File: src/verilog/sph_pkg.sv
/*
  shared types, field layouts and constants of the speech-parameter frame host controller.
  assumes a single 125 MHz clock domain shared with the codec datapath.
*/
package sph_pkg;

  // ----------------------------------------------------------------
  // codec modes (three-bit mode code, lowest four rates only)
  // ----------------------------------------------------------------
  typedef enum logic [2:0] {
    SPH_MODE_475 = 3'h0,
    SPH_MODE_515 = 3'h1,
    SPH_MODE_590 = 3'h2,
    SPH_MODE_670 = 3'h3
  } sph_mode_t;

  // ----------------------------------------------------------------
  // frame geometry
  // ----------------------------------------------------------------
  localparam int SPH_MAX_FIELDS = 35;
  localparam int SPH_FIELD_W = 9;
  localparam int SPH_IDX_W = 6;
  localparam int SPH_BIT_W = 4;
  localparam logic [SPH_IDX_W-1:0] SPH_LSF_FIELDS = 6'h03;
  localparam logic [SPH_IDX_W-1:0] SPH_FIELDS_475 = 6'h1d;
  localparam logic [SPH_IDX_W-1:0] SPH_FIELDS_515 = 6'h1f;
  localparam logic [SPH_IDX_W-1:0] SPH_FIELDS_590 = 6'h1b;
  localparam logic [SPH_IDX_W-1:0] SPH_FIELDS_670 = 6'h23;
  // fields up to the end of subframe 1
  localparam logic [SPH_IDX_W-1:0] SPH_HEAD_475 = 6'h0a;
  localparam logic [SPH_IDX_W-1:0] SPH_HEAD_515 = 6'h0a;
  localparam logic [SPH_IDX_W-1:0] SPH_HEAD_590 = 6'h09;
  localparam logic [SPH_IDX_W-1:0] SPH_HEAD_670 = 6'h0b;
  localparam logic [7:0] SPH_BITS_475 = 8'h5f;
  localparam logic [7:0] SPH_BITS_515 = 8'h67;
  localparam logic [7:0] SPH_BITS_590 = 8'h76;
  localparam logic [7:0] SPH_BITS_670 = 8'h86;

  // ----------------------------------------------------------------
  // encoder homing frame and timing
  // ----------------------------------------------------------------
  localparam logic [7:0] SPH_FRAME_SAMPLES = 8'ha0;
  localparam logic [15:0] SPH_HOME_WORD = 16'h0008;
  localparam int SPH_CLK_PERIOD_NS = 8;
  localparam int SPH_SAMPLE_NS = 125000;
  localparam int SPH_FRAME_MS = 20;
  localparam int SPH_SAMPLE_CYCLES = SPH_SAMPLE_NS / SPH_CLK_PERIOD_NS;
  localparam sph_mode_t SPH_MODE_RST = SPH_MODE_475;

  // ----------------------------------------------------------------
  // carriers
  // ----------------------------------------------------------------
  typedef logic [SPH_MAX_FIELDS-1:0][SPH_FIELD_W-1:0] sph_fields_t;

  typedef struct packed {
    logic valid;
    logic first;
    logic last;
    logic data;
  } sph_bit_t;

  typedef struct packed {
    logic valid;
    logic first;
    logic [15:0] word;
  } sph_pcm_t;

  function automatic logic [SPH_IDX_W-1:0] sph_field_count(sph_mode_t m);
    logic [SPH_IDX_W-1:0] n;
    n = SPH_FIELDS_475;
    case (m)
      SPH_MODE_515: n = SPH_FIELDS_515;
      SPH_MODE_590: n = SPH_FIELDS_590;
      SPH_MODE_670: n = SPH_FIELDS_670;
      default: n = SPH_FIELDS_475;
    endcase
    return n;
  endfunction : sph_field_count

  function automatic logic [SPH_IDX_W-1:0] sph_head_count(sph_mode_t m);
    logic [SPH_IDX_W-1:0] n;
    n = SPH_HEAD_475;
    case (m)
      SPH_MODE_515: n = SPH_HEAD_515;
      SPH_MODE_590: n = SPH_HEAD_590;
      SPH_MODE_670: n = SPH_HEAD_670;
      default: n = SPH_HEAD_475;
    endcase
    return n;
  endfunction : sph_head_count

  // width of field i; zero past the end of the frame
  function automatic logic [SPH_BIT_W-1:0] sph_field_width(sph_mode_t m,
                                                         logic [SPH_IDX_W-1:0] i);
    logic [SPH_IDX_W-1:0] j;
    logic [SPH_IDX_W-1:0] k;
    logic [SPH_IDX_W-1:0] q;
    logic [SPH_BIT_W-1:0] w;
    logic narrow_lsf;
    j = i - SPH_LSF_FIELDS;
    k = 6'h00;
    q = 6'h00;
    w = 4'h0;
    narrow_lsf = (m == SPH_MODE_475) || (m == SPH_MODE_515);
    if (i >= sph_field_count(m))
      w = 4'h0;
    else if (i == 6'h00)
      w = 4'h8;
    else if (i < SPH_LSF_FIELDS)
      w = narrow_lsf ? ((i == 6'h01) ? 4'h8 : 4'h7) : 4'h9;
    else
    begin
      case (m)
        SPH_MODE_670:
        begin
          q = j >> 3;
          k = j & 6'h07;
          case (k)
            6'h00: w = 4'h8;
            6'h01, 6'h02: w = 4'h4;
            6'h03: w = 4'h3;
            6'h07: w = 4'h7;
            default: w = 4'h1;
          endcase
          if (k == 6'h00 && q[0]) w = 4'h4;
        end
        SPH_MODE_590:
        begin
          q = j / 6'h06;
          k = j - 6'(q * 6'h06);
          case (k)
            6'h00: w = 4'h8;
            6'h01: w = 4'h5;
            6'h02: w = 4'h4;
            6'h05: w = 4'h6;
            default: w = 4'h1;
          endcase
          if (k == 6'h00 && q[0]) w = 4'h4;
        end
        default:
        begin
          if (m == SPH_MODE_515)
          begin
            q = j / 6'h07;
            k = j - 6'(q * 6'h07);
          end
          else if (j < 6'h07)
            k = j;
          else if (j < 6'h0d)
          begin
            q = 6'h01;
            k = j - 6'h07;
          end
          else if (j < 6'h14)
          begin
            q = 6'h02;
            k = j - 6'h0d;
          end
          else
          begin
            q = 6'h03;
            k = j - 6'h14;
          end
          case (k)
            6'h00: w = (q == 6'h00) ? 4'h8 : 4'h4;
            6'h02, 6'h03: w = 4'h3;
            6'h06: w = (m == SPH_MODE_515) ? 4'h6 : 4'h8;
            default: w = 4'h1;
          endcase
        end
      endcase
    end
    return w;
  endfunction : sph_field_width

endpackage : sph_pkg

File: src/verilog/sph_field_seq.sv
/*
  walks the fields of one parameter frame, most significant bit first.
  assumes start_i only while idle and a stable mode during a frame.
*/
`timescale 1ns/100ps
module sph_field_seq
  import sph_pkg::*;
(
  input wire logic clock_i,
  input wire logic rst_i,
  input wire logic ce_i,
  input wire sph_mode_t mode_i,
  input wire logic start_i,
  input wire logic step_i,
  output logic [SPH_IDX_W-1:0] idx_o,
  output logic [SPH_BIT_W-1:0] bit_o,
  output logic last_o,
  output logic busy_o
);

  logic [SPH_IDX_W-1:0] idx_r, idx_nxt;
  logic [SPH_BIT_W-1:0] bit_r, bit_nxt;
  logic busy_r, busy_nxt;
  logic [SPH_IDX_W-1:0] idx_inc;

  assign idx_inc = idx_r + 6'h01;
  assign last_o = busy_r && (bit_r == 4'h0) && (idx_inc == sph_field_count(mode_i));

  always_comb
  begin
    idx_nxt = idx_r;
    bit_nxt = bit_r;
    busy_nxt = busy_r;
    if (start_i)
    begin
      idx_nxt = 6'h00;
      bit_nxt = sph_field_width(mode_i, 6'h00) - 4'h1;
      busy_nxt = 1'b1;
    end
    else if (busy_r && step_i)
    begin
      if (bit_r != 4'h0)
        bit_nxt = bit_r - 4'h1;
      else if (last_o)
        busy_nxt = 1'b0;
      else
      begin
        idx_nxt = idx_inc;
        bit_nxt = sph_field_width(mode_i, idx_inc) - 4'h1;
      end
    end
  end

  always_ff @(posedge clock_i)
  begin
    if (rst_i)
    begin
      idx_r <= 6'h00;
      bit_r <= 4'h0;
      busy_r <= 1'b0;
    end
    else if (ce_i)
    begin
      idx_r <= idx_nxt;
      bit_r <= bit_nxt;
      busy_r <= busy_nxt;
    end
  end

  assign idx_o = idx_r;
  assign bit_o = bit_r;
  assign busy_o = busy_r;

endmodule : sph_field_seq

File: src/verilog/sph_host_ctrl.sv
/*
  host controller facing a low-rate speech codec: sets the mode at reset, serialises
  parameter frames to the decoder, collects parameter frames from the encoder, and
  feeds the encoder pcm with in-band encoder homing frames on request.
  assumes the codec runs on clock_i and takes one bit per cycle while a frame is sent.
*/
`timescale 1ns/100ps
module sph_host_ctrl
  import sph_pkg::*;
#(
  parameter int SAMPLE_CYCLES = SPH_SAMPLE_CYCLES
)
(
  input wire logic clock_i,
  input wire logic rst_i,
  input wire logic ce_i,
  input wire sph_mode_t mode_sel_i,
  output sph_mode_t enc_mode_o,
  output sph_mode_t dec_mode_o,
  output logic codec_rst_o,
  input wire sph_fields_t ref_fields_i,
  input wire logic tx_start_i,
  input wire logic tx_test_first_i,
  input wire sph_fields_t tx_fields_i,
  output logic tx_ready_o,
  output logic tx_guard_flip_o,
  output sph_bit_t dec_bit_o,
  input wire sph_bit_t enc_bit_i,
  output sph_fields_t rx_fields_o,
  output logic rx_done_o,
  output logic rx_home_o,
  input wire logic home_req_i,
  input wire logic [15:0] pcm_user_i,
  output logic home_pend_o,
  output sph_pcm_t enc_pcm_o
);

  // ----------------------------------------------------------------
  // mode and codec reset
  // ----------------------------------------------------------------
  sph_mode_t mode_r, mode_nxt;
  logic codec_rst_r;

  // the mode is sampled while reset is held, so the codec never sees a mode change mid-run
  assign mode_nxt = rst_i ? mode_sel_i : mode_r;

  always_ff @(posedge clock_i)
  begin
    if (rst_i)
      codec_rst_r <= 1'b1;
    else if (ce_i)
      codec_rst_r <= 1'b0;
    if (rst_i || ce_i)
      mode_r <= mode_nxt;
  end

  assign enc_mode_o = mode_r;
  assign dec_mode_o = mode_r;
  assign codec_rst_o = codec_rst_r;

  // ----------------------------------------------------------------
  // per-field compare against the active mode's decoder homing frame
  // ----------------------------------------------------------------
  sph_fields_t tx_fields_r, tx_fields_nxt;
  sph_fields_t rx_work_r, rx_work_nxt;
  logic [SPH_MAX_FIELDS-1:0] head_eq, full_eq;
  logic [SPH_IDX_W-1:0] head_n;

  assign head_n = sph_head_count(mode_r);

  generate
    for (genvar g = 0; g < SPH_MAX_FIELDS; g++)
    begin : g_cmp
      localparam logic [SPH_IDX_W-1:0] GI = SPH_IDX_W'(g);
      // fields outside the compared span count as equal
      assign head_eq[g] = (GI >= head_n) || (tx_fields_i[g] == ref_fields_i[g]);
      assign full_eq[g] = (GI >= sph_field_count(mode_r)) ||
                          (rx_work_nxt[g] == ref_fields_i[g]);
    end
  endgenerate

  // ----------------------------------------------------------------
  // transmit side: fields to the decoder
  // ----------------------------------------------------------------
  typedef enum logic [1:0] {
    SPH_TX_IDLE = 2'b01,
    SPH_TX_SEND = 2'b10
  } sph_tx_state_t;

  sph_tx_state_t tx_state_r, tx_state_nxt;
  sph_bit_t dec_bit_r, dec_bit_nxt;
  logic guard_r, guard_nxt;
  logic tx_first_r, tx_first_nxt;
  logic tx_go;
  logic [SPH_IDX_W-1:0] tx_idx;
  logic [SPH_BIT_W-1:0] tx_bit;
  logic tx_last, tx_busy;

  assign tx_ready_o = (tx_state_r == SPH_TX_IDLE);
  assign tx_go = tx_ready_o && tx_start_i;

  sph_field_seq u_tx_seq (
    .clock_i(clock_i),
    .rst_i(rst_i),
    .ce_i(ce_i),
    .mode_i(mode_r),
    .start_i(tx_go),
    .step_i(1'b1),
    .idx_o(tx_idx),
    .bit_o(tx_bit),
    .last_o(tx_last),
    .busy_o(tx_busy)
  );

  always_comb
  begin
    tx_state_nxt = tx_state_r;
    tx_fields_nxt = tx_fields_r;
    guard_nxt = guard_r;
    tx_first_nxt = 1'b0;
    dec_bit_nxt = '0;
    unique case (tx_state_r)
      SPH_TX_IDLE:
      begin
        if (tx_go)
        begin
          tx_state_nxt = SPH_TX_SEND;
          tx_fields_nxt = tx_fields_i;
          tx_first_nxt = 1'b1;
          guard_nxt = tx_test_first_i && (&head_eq);
          // a test run must not open with the homing frame: flip the last head bit
          if (guard_nxt)
            tx_fields_nxt[head_n - 6'h01][0] = ~tx_fields_i[head_n - 6'h01][0];
        end
      end
      SPH_TX_SEND:
      begin
        dec_bit_nxt.valid = tx_busy;
        dec_bit_nxt.first = tx_first_r;
        dec_bit_nxt.last = tx_last;
        dec_bit_nxt.data = tx_fields_r[tx_idx][tx_bit];
        if (tx_last)
          tx_state_nxt = SPH_TX_IDLE;
      end
      default: tx_state_nxt = SPH_TX_IDLE;
    endcase
  end

  always_ff @(posedge clock_i)
  begin
    if (rst_i)
    begin
      tx_state_r <= SPH_TX_IDLE;
      tx_fields_r <= '0;
      guard_r <= 1'b0;
      tx_first_r <= 1'b0;
      dec_bit_r <= '0;
    end
    else if (ce_i)
    begin
      tx_state_r <= tx_state_nxt;
      tx_fields_r <= tx_fields_nxt;
      guard_r <= guard_nxt;
      tx_first_r <= tx_first_nxt;
      dec_bit_r <= dec_bit_nxt;
    end
  end

  assign dec_bit_o = dec_bit_r;
  assign tx_guard_flip_o = guard_r;

  // ----------------------------------------------------------------
  // receive side: fields from the encoder
  // ----------------------------------------------------------------
  sph_bit_t rx_q_r;
  sph_fields_t rx_fields_r, rx_fields_nxt;
  logic rx_done_r, rx_done_nxt;
  logic rx_home_r, rx_home_nxt;
  logic [SPH_IDX_W-1:0] rx_idx;
  logic [SPH_BIT_W-1:0] rx_bit;
  logic rx_last, rx_busy;

  // one stage of delay lets the walker be positioned on field 0 when the first bit lands
  sph_field_seq u_rx_seq (
    .clock_i(clock_i),
    .rst_i(rst_i),
    .ce_i(ce_i),
    .mode_i(mode_r),
    .start_i(enc_bit_i.valid && enc_bit_i.first),
    .step_i(rx_q_r.valid),
    .idx_o(rx_idx),
    .bit_o(rx_bit),
    .last_o(rx_last),
    .busy_o(rx_busy)
  );

  always_comb
  begin
    rx_work_nxt = rx_work_r;
    rx_fields_nxt = rx_fields_r;
    rx_done_nxt = 1'b0;
    rx_home_nxt = rx_home_r;
    if (rx_busy && rx_q_r.valid)
    begin
      rx_work_nxt[rx_idx][rx_bit] = rx_q_r.data;
      if (rx_last)
      begin
        rx_fields_nxt = rx_work_nxt;
        rx_done_nxt = 1'b1;
        // matches the active mode's decoder homing frame: the encoder's homing answer
        rx_home_nxt = &full_eq;
      end
    end
  end

  always_ff @(posedge clock_i)
  begin
    if (rst_i)
    begin
      rx_q_r <= '0;
      rx_work_r <= '0;
      rx_fields_r <= '0;
      rx_done_r <= 1'b0;
      rx_home_r <= 1'b0;
    end
    else if (ce_i)
    begin
      rx_q_r <= enc_bit_i;
      rx_work_r <= rx_work_nxt;
      rx_fields_r <= rx_fields_nxt;
      rx_done_r <= rx_done_nxt;
      rx_home_r <= rx_home_nxt;
    end
  end

  assign rx_fields_o = rx_fields_r;
  assign rx_done_o = rx_done_r;
  assign rx_home_o = rx_home_r;

  // ----------------------------------------------------------------
  // pcm to the encoder, with aligned encoder homing frames
  // ----------------------------------------------------------------
  localparam int TICK_W = $clog2(SAMPLE_CYCLES + 1);

  logic [TICK_W-1:0] tick_r, tick_nxt;
  logic [7:0] samp_r, samp_nxt;
  logic pend_r, pend_nxt;
  logic homing_r, homing_nxt;
  sph_pcm_t pcm_r, pcm_nxt;
  logic tick;
  logic frame_start;

  assign tick = (tick_r == TICK_W'(SAMPLE_CYCLES - 1));
  assign frame_start = tick && (samp_r == 8'h00);

  always_comb
  begin
    tick_nxt = tick ? '0 : tick_r + TICK_W'(1);
    samp_nxt = samp_r;
    pend_nxt = pend_r || home_req_i;
    homing_nxt = homing_r;
    pcm_nxt = '0;
    if (tick)
    begin
      samp_nxt = (samp_r == SPH_FRAME_SAMPLES - 8'h01) ? 8'h00 : samp_r + 8'h01;
      // a homing frame starts only on a frame boundary, else the encoder ignores it
      if (frame_start)
      begin
        homing_nxt = pend_r;
        pend_nxt = home_req_i;
      end
      pcm_nxt.valid = 1'b1;
      pcm_nxt.first = (samp_r == 8'h00);
      pcm_nxt.word = (frame_start ? pend_r : homing_r) ? SPH_HOME_WORD : pcm_user_i;
    end
  end

  always_ff @(posedge clock_i)
  begin
    if (rst_i)
    begin
      tick_r <= '0;
      samp_r <= 8'h00;
      pend_r <= 1'b0;
      homing_r <= 1'b0;
      pcm_r <= '0;
    end
    else if (ce_i)
    begin
      tick_r <= tick_nxt;
      samp_r <= samp_nxt;
      pend_r <= pend_nxt;
      homing_r <= homing_nxt;
      pcm_r <= pcm_nxt;
    end
  end

  assign home_pend_o = pend_r;
  assign enc_pcm_o = pcm_r;

endmodule : sph_host_ctrl

File: config.mk
export PLATFORM = sky130hd
export DESIGN_NAME = sph_host_ctrl
export DESIGN_NICKNAME = d
export VERILOG_FILES = /design/src/verilog/sph_pkg.sv /design/src/verilog/sph_field_seq.sv /design/src/verilog/sph_host_ctrl.sv
export SDC_FILE = /design/constraint.sdc
export NUM_CORES = 2
export LEC_CHECK = 0
export ABC_AREA = 1
export BUFFER_PORTS_ARGS = -buffer_cell sky130_fd_sc_hd__buf_2
export CORE_ASPECT_RATIO = 0.7
export CORE_MARGIN = 3
export CORE_UTILIZATION = 40
export DETAILED_ROUTE_END_ITERATION = 12
export MAX_ROUTING_LAYER = met4
export PLACE_DENSITY = 0.63
export SYNTH_ARGS = -nofsm -noshare
export SYNTH_HDL_FRONTEND = slang
export SYNTH_SLANG_ARGS = --single-unit
File: constraint.sdc
create_clock -name clock_i -period 7.6 [get_ports clock_i]
set_input_delay 1.14 -clock clock_i [delete_from_list [all_inputs] [get_ports clock_i]]
set_output_delay 1.14 -clock clock_i [all_outputs]
set_load 0.02 [all_outputs]
==> qor.txt <==
Crit-path slowest cell -> dfxtp_1
CP Buf/Inv Count -> 7
CTS-repair resized insts -> 0
I/O pin count -> 1008
Post-Syn Nets -> 9074
Setup ws final -> 0.500 ns
CP Max Fanout -> 12
First drt pass iteration count -> 9
Cts bufs inserted -> 107
CP Class -> reg -> reg
Final Setup Violations -> 0
Setup slack at placement -> 0.741 ns
CTS tree -> done
Sink Count -> 1025
Leakage -> 30.2 nW
Post-DP HPWL -> 204000 um
Initial antenna violation count -> 73
Unique masters post-synth -> 73
Setup Skew -> 0.0765 ns
H-Tree Depth -> 3
Worst endpoint required time -> 8.25 ns
Gpl congestion -> 1.05
Failing checks -> capacitance limit, slew limit
Crit start category -> flip-flop
Detail Route Antenna Nets -> 0
Skew-Pair Late Insertion Delay -> 0.78 ns
Clk buf depth -> 3
Largest net degree at the start of global routing -> 221
Syn. warnings -> 0
Setup TNS -> 0 ns
Total Routed Length -> 274000 um
Register area share after synthesis -> 0.366
#FFs+latches synth -> 1025
WHS -> 0.445 ns
Asr flop ratio synth -> 0
Cell mode on critical path -> inv_1
Hold_buf cts -> 0
Fillers -> 14113
Max Cap Violations -> 1
Final hold vios -> 0
Maximum vdd ir drop -> 207 uV
Initial Utilization -> 0.405
Cell Area, Synth -> 0.0562 mm^2
Post-synthesis cell count -> 8327
Reg-to-reg setup timing slack -> 0.50 ns
Crit path DAT -> 7.75 ns
Final slew viol count -> 1
Detailed Route Iter0 Violations -> 8424
Setup crit end kind -> flip-flop
Wire per inst -> 24.8 um
Max Clock Freq -> 0.141 GHz
Tot GR Track Use -> 0.368
Gr ovfl total -> 0
Status -> finished, violations left
First-pass GRT wire length -> 384000 um
Critical path's top delay family -> simple AND/OR/NAND/NOR gates
EDFF count, synth -> 3
Die X -> 454 um
Min-delay worst type -> reg -> reg
NumNets Final -> 9767
IO Port Bufs -> 1006
Vias -> 62214
Most used DFF post-synth -> dfxtp_1
Die ar. -> 0.145 mm^2
Clock transition at path regs -> 0.06 ns
Core ar. -> 0.139 mm^2
Relative slew slack -> -0.00790
DRC violations left -> 0
Pwr Density -> 204 mW/mm^2
Fraction of layout cells with a size suffix above 1 -> 0.159
Die Ht -> 320 um
RSZ-0062 raised after global routing -> no
Std cell rows -> 114
Vias in the first global route -> 55534
Pwr Total -> 13.6 mW
Syn avg cell area -> 6.75 um^2
Period utilisation layout -> 0.934
Minimum clock period -> 7.10 ns
CTS root buf -> clkbuf_16
Worst-margin pin slew -> 1.49 ns
Layout area overhead -> 18.5%
DR vias/cell -> 5.64
Slowest Stage Delay on Critical Path -> 0.85 ns
Post-CTS Setup Repair Bufs -> 0
## report_power, final
group	leakage (nW)	internal, mW	switching, mW
combinational	20.0	0.726	1.47
sequential	8.32	5.52	0.0753
clock	1.85	3.32	2.45
total	30.2	9.56	3.99
## stage by stage
stage	utilization	instances	instance area, um^2
2_1_floorplan	-	8327	56200
3_3_place_gp	0.452	10767	62700
3_5_place_dp	0.452	10767	62700
4_1_cts	0.479	10957	66400
5_1_grt	0.480	11012	66600
6_report	0.480	11030	66600
## logic make-up (layout without fill, tap and decap cells)
group / count (synthesis) / in the layout / share of synthesized area
buffers and inverters: 1707 / 2481 / 0.115
XOR/XNOR: 247 / 247 / 0.0386
other: 0 / 73 / 0
AO/OA/AOI/OAI: 2848 / 2848 / 0.280
flip-flops: 1025 / 1025 / 0.366
AND/OR/NAND/NOR: 2412 / 2412 / 0.179
adder cells (fa/ha/maj): 88 / 88 / 0.0215
## synth_stat cells, drive strengths merged, types with 7 or more instances
cell	instances	area share
a22oi	14	0.0019
nand3	104	0.012
o2111ai	21	0.0033
a22o	24	0.0037
nor4	52	0.0059
a221oi	29	0.0045
ha	74	0.016
o221ai	54	0.0084
clkbuf	439	0.029
a31oi	16	0.0018
dfxtp	1022	0.36
or2	25	0.0028
inv	1173	0.078
fa	14	0.0050
o21a	16	0.0021
o22ai	70	0.0078
o211ai	235	0.031
a21oi	989	0.089
o2bb2ai	8	0.0012
a2111oi	7	0.0011
or4	11	0.0015
nand4	67	0.0079
xnor2	107	0.017
xor2	140	0.022
o21ai	1325	0.12
nand2	1524	0.10
nor3	39	0.0039
a211oi	12	0.0016
buf	90	0.0073
nor2	576	0.040
## metal layers
layer  GRT usage  up-vias  part of all wire
li1            -    29028                 -
met1       0.491    29177              0.41
met2       0.509     3450              0.41
met3       0.106      559              0.13
met4       0.174        0             0.056
met5           -        -                 0
## flip-flops by register name, summed over array words and instances, names as in the netlist, 6 cells and up
name	flops
rx_fields_o	315
rx_work_r	315
u_rx_seq.idx_o	6
u_tx_seq.idx_o	6
tx_fields_r	315
samp_r	8
enc_pcm_o	18
tick_r	14
## tightest hold or removal path: stages (launching register included)
cell and delay, ns:
dfxtp_1 0.31, inv_1 0.05, a21oi_1 0.05
## path summary, 6_finish.rpt
kind	from	to	cells past startpoint
max	u_tx_seq.idx_o[3]$_SDFFE_PP0P_	u_tx_seq.bit_o[2]$_SDFFE_PP0P_	39
min	rx_fields_o[171]$_SDFFE_PP0P_	rx_fields_o[171]$_SDFFE_PP0P_	2
max reg2reg	u_tx_seq.idx_o[3]$_SDFFE_PP0P_	u_tx_seq.bit_o[2]$_SDFFE_PP0P_	39
min reg2reg	rx_fields_o[171]$_SDFFE_PP0P_	rx_fields_o[171]$_SDFFE_PP0P_	2
## placed cells by master (no fill, tap or decap), types with 16 or more instances in the layout
master     count
nand2_2       28
o221ai_1      54
dfxtp_1     1020
buf_4         90
a22o_1        24
nand3_1       81
buf_12        17
a221oi_1      28
ha_1          74
clkbuf_16    110
nand3_2       20
clkbuf_8      30
clkbuf_1      19
o211ai_1     235
nor2_1       551
or2_2         19
o22ai_1       70
nor2_2        17
inv_2         27
o21ai_1       17
nand4_1       64
xor2_1       139
nor4_1        51
diode_2       73
o21a_1        16
xnor2_1      107
nand2_1     1488
o21ai_0     1305
a31oi_1       16
a21oi_1      983
o2111ai_1     21
inv_1       1142
buf_2       1005
nor3_1        32
## cell type report
class / instances / area (um^2) / area share
Tap cell: 1856 / 2320 / 0.0349
Inverter: 1178 / 4460 / 0.0670
Multi-Input combinational cell: 5595 / 29300 / 0.440
Sequential cell: 1025 / 20600 / 0.309
Antenna cell: 73 / 183 / 0.00274
Clock buffer: 159 / 3240 / 0.0486
Clock inverter: 31 / 508 / 0.00763
Timing Repair Buffer: 1113 / 6060 / 0.0909
(Power assumes the default switching activity.)
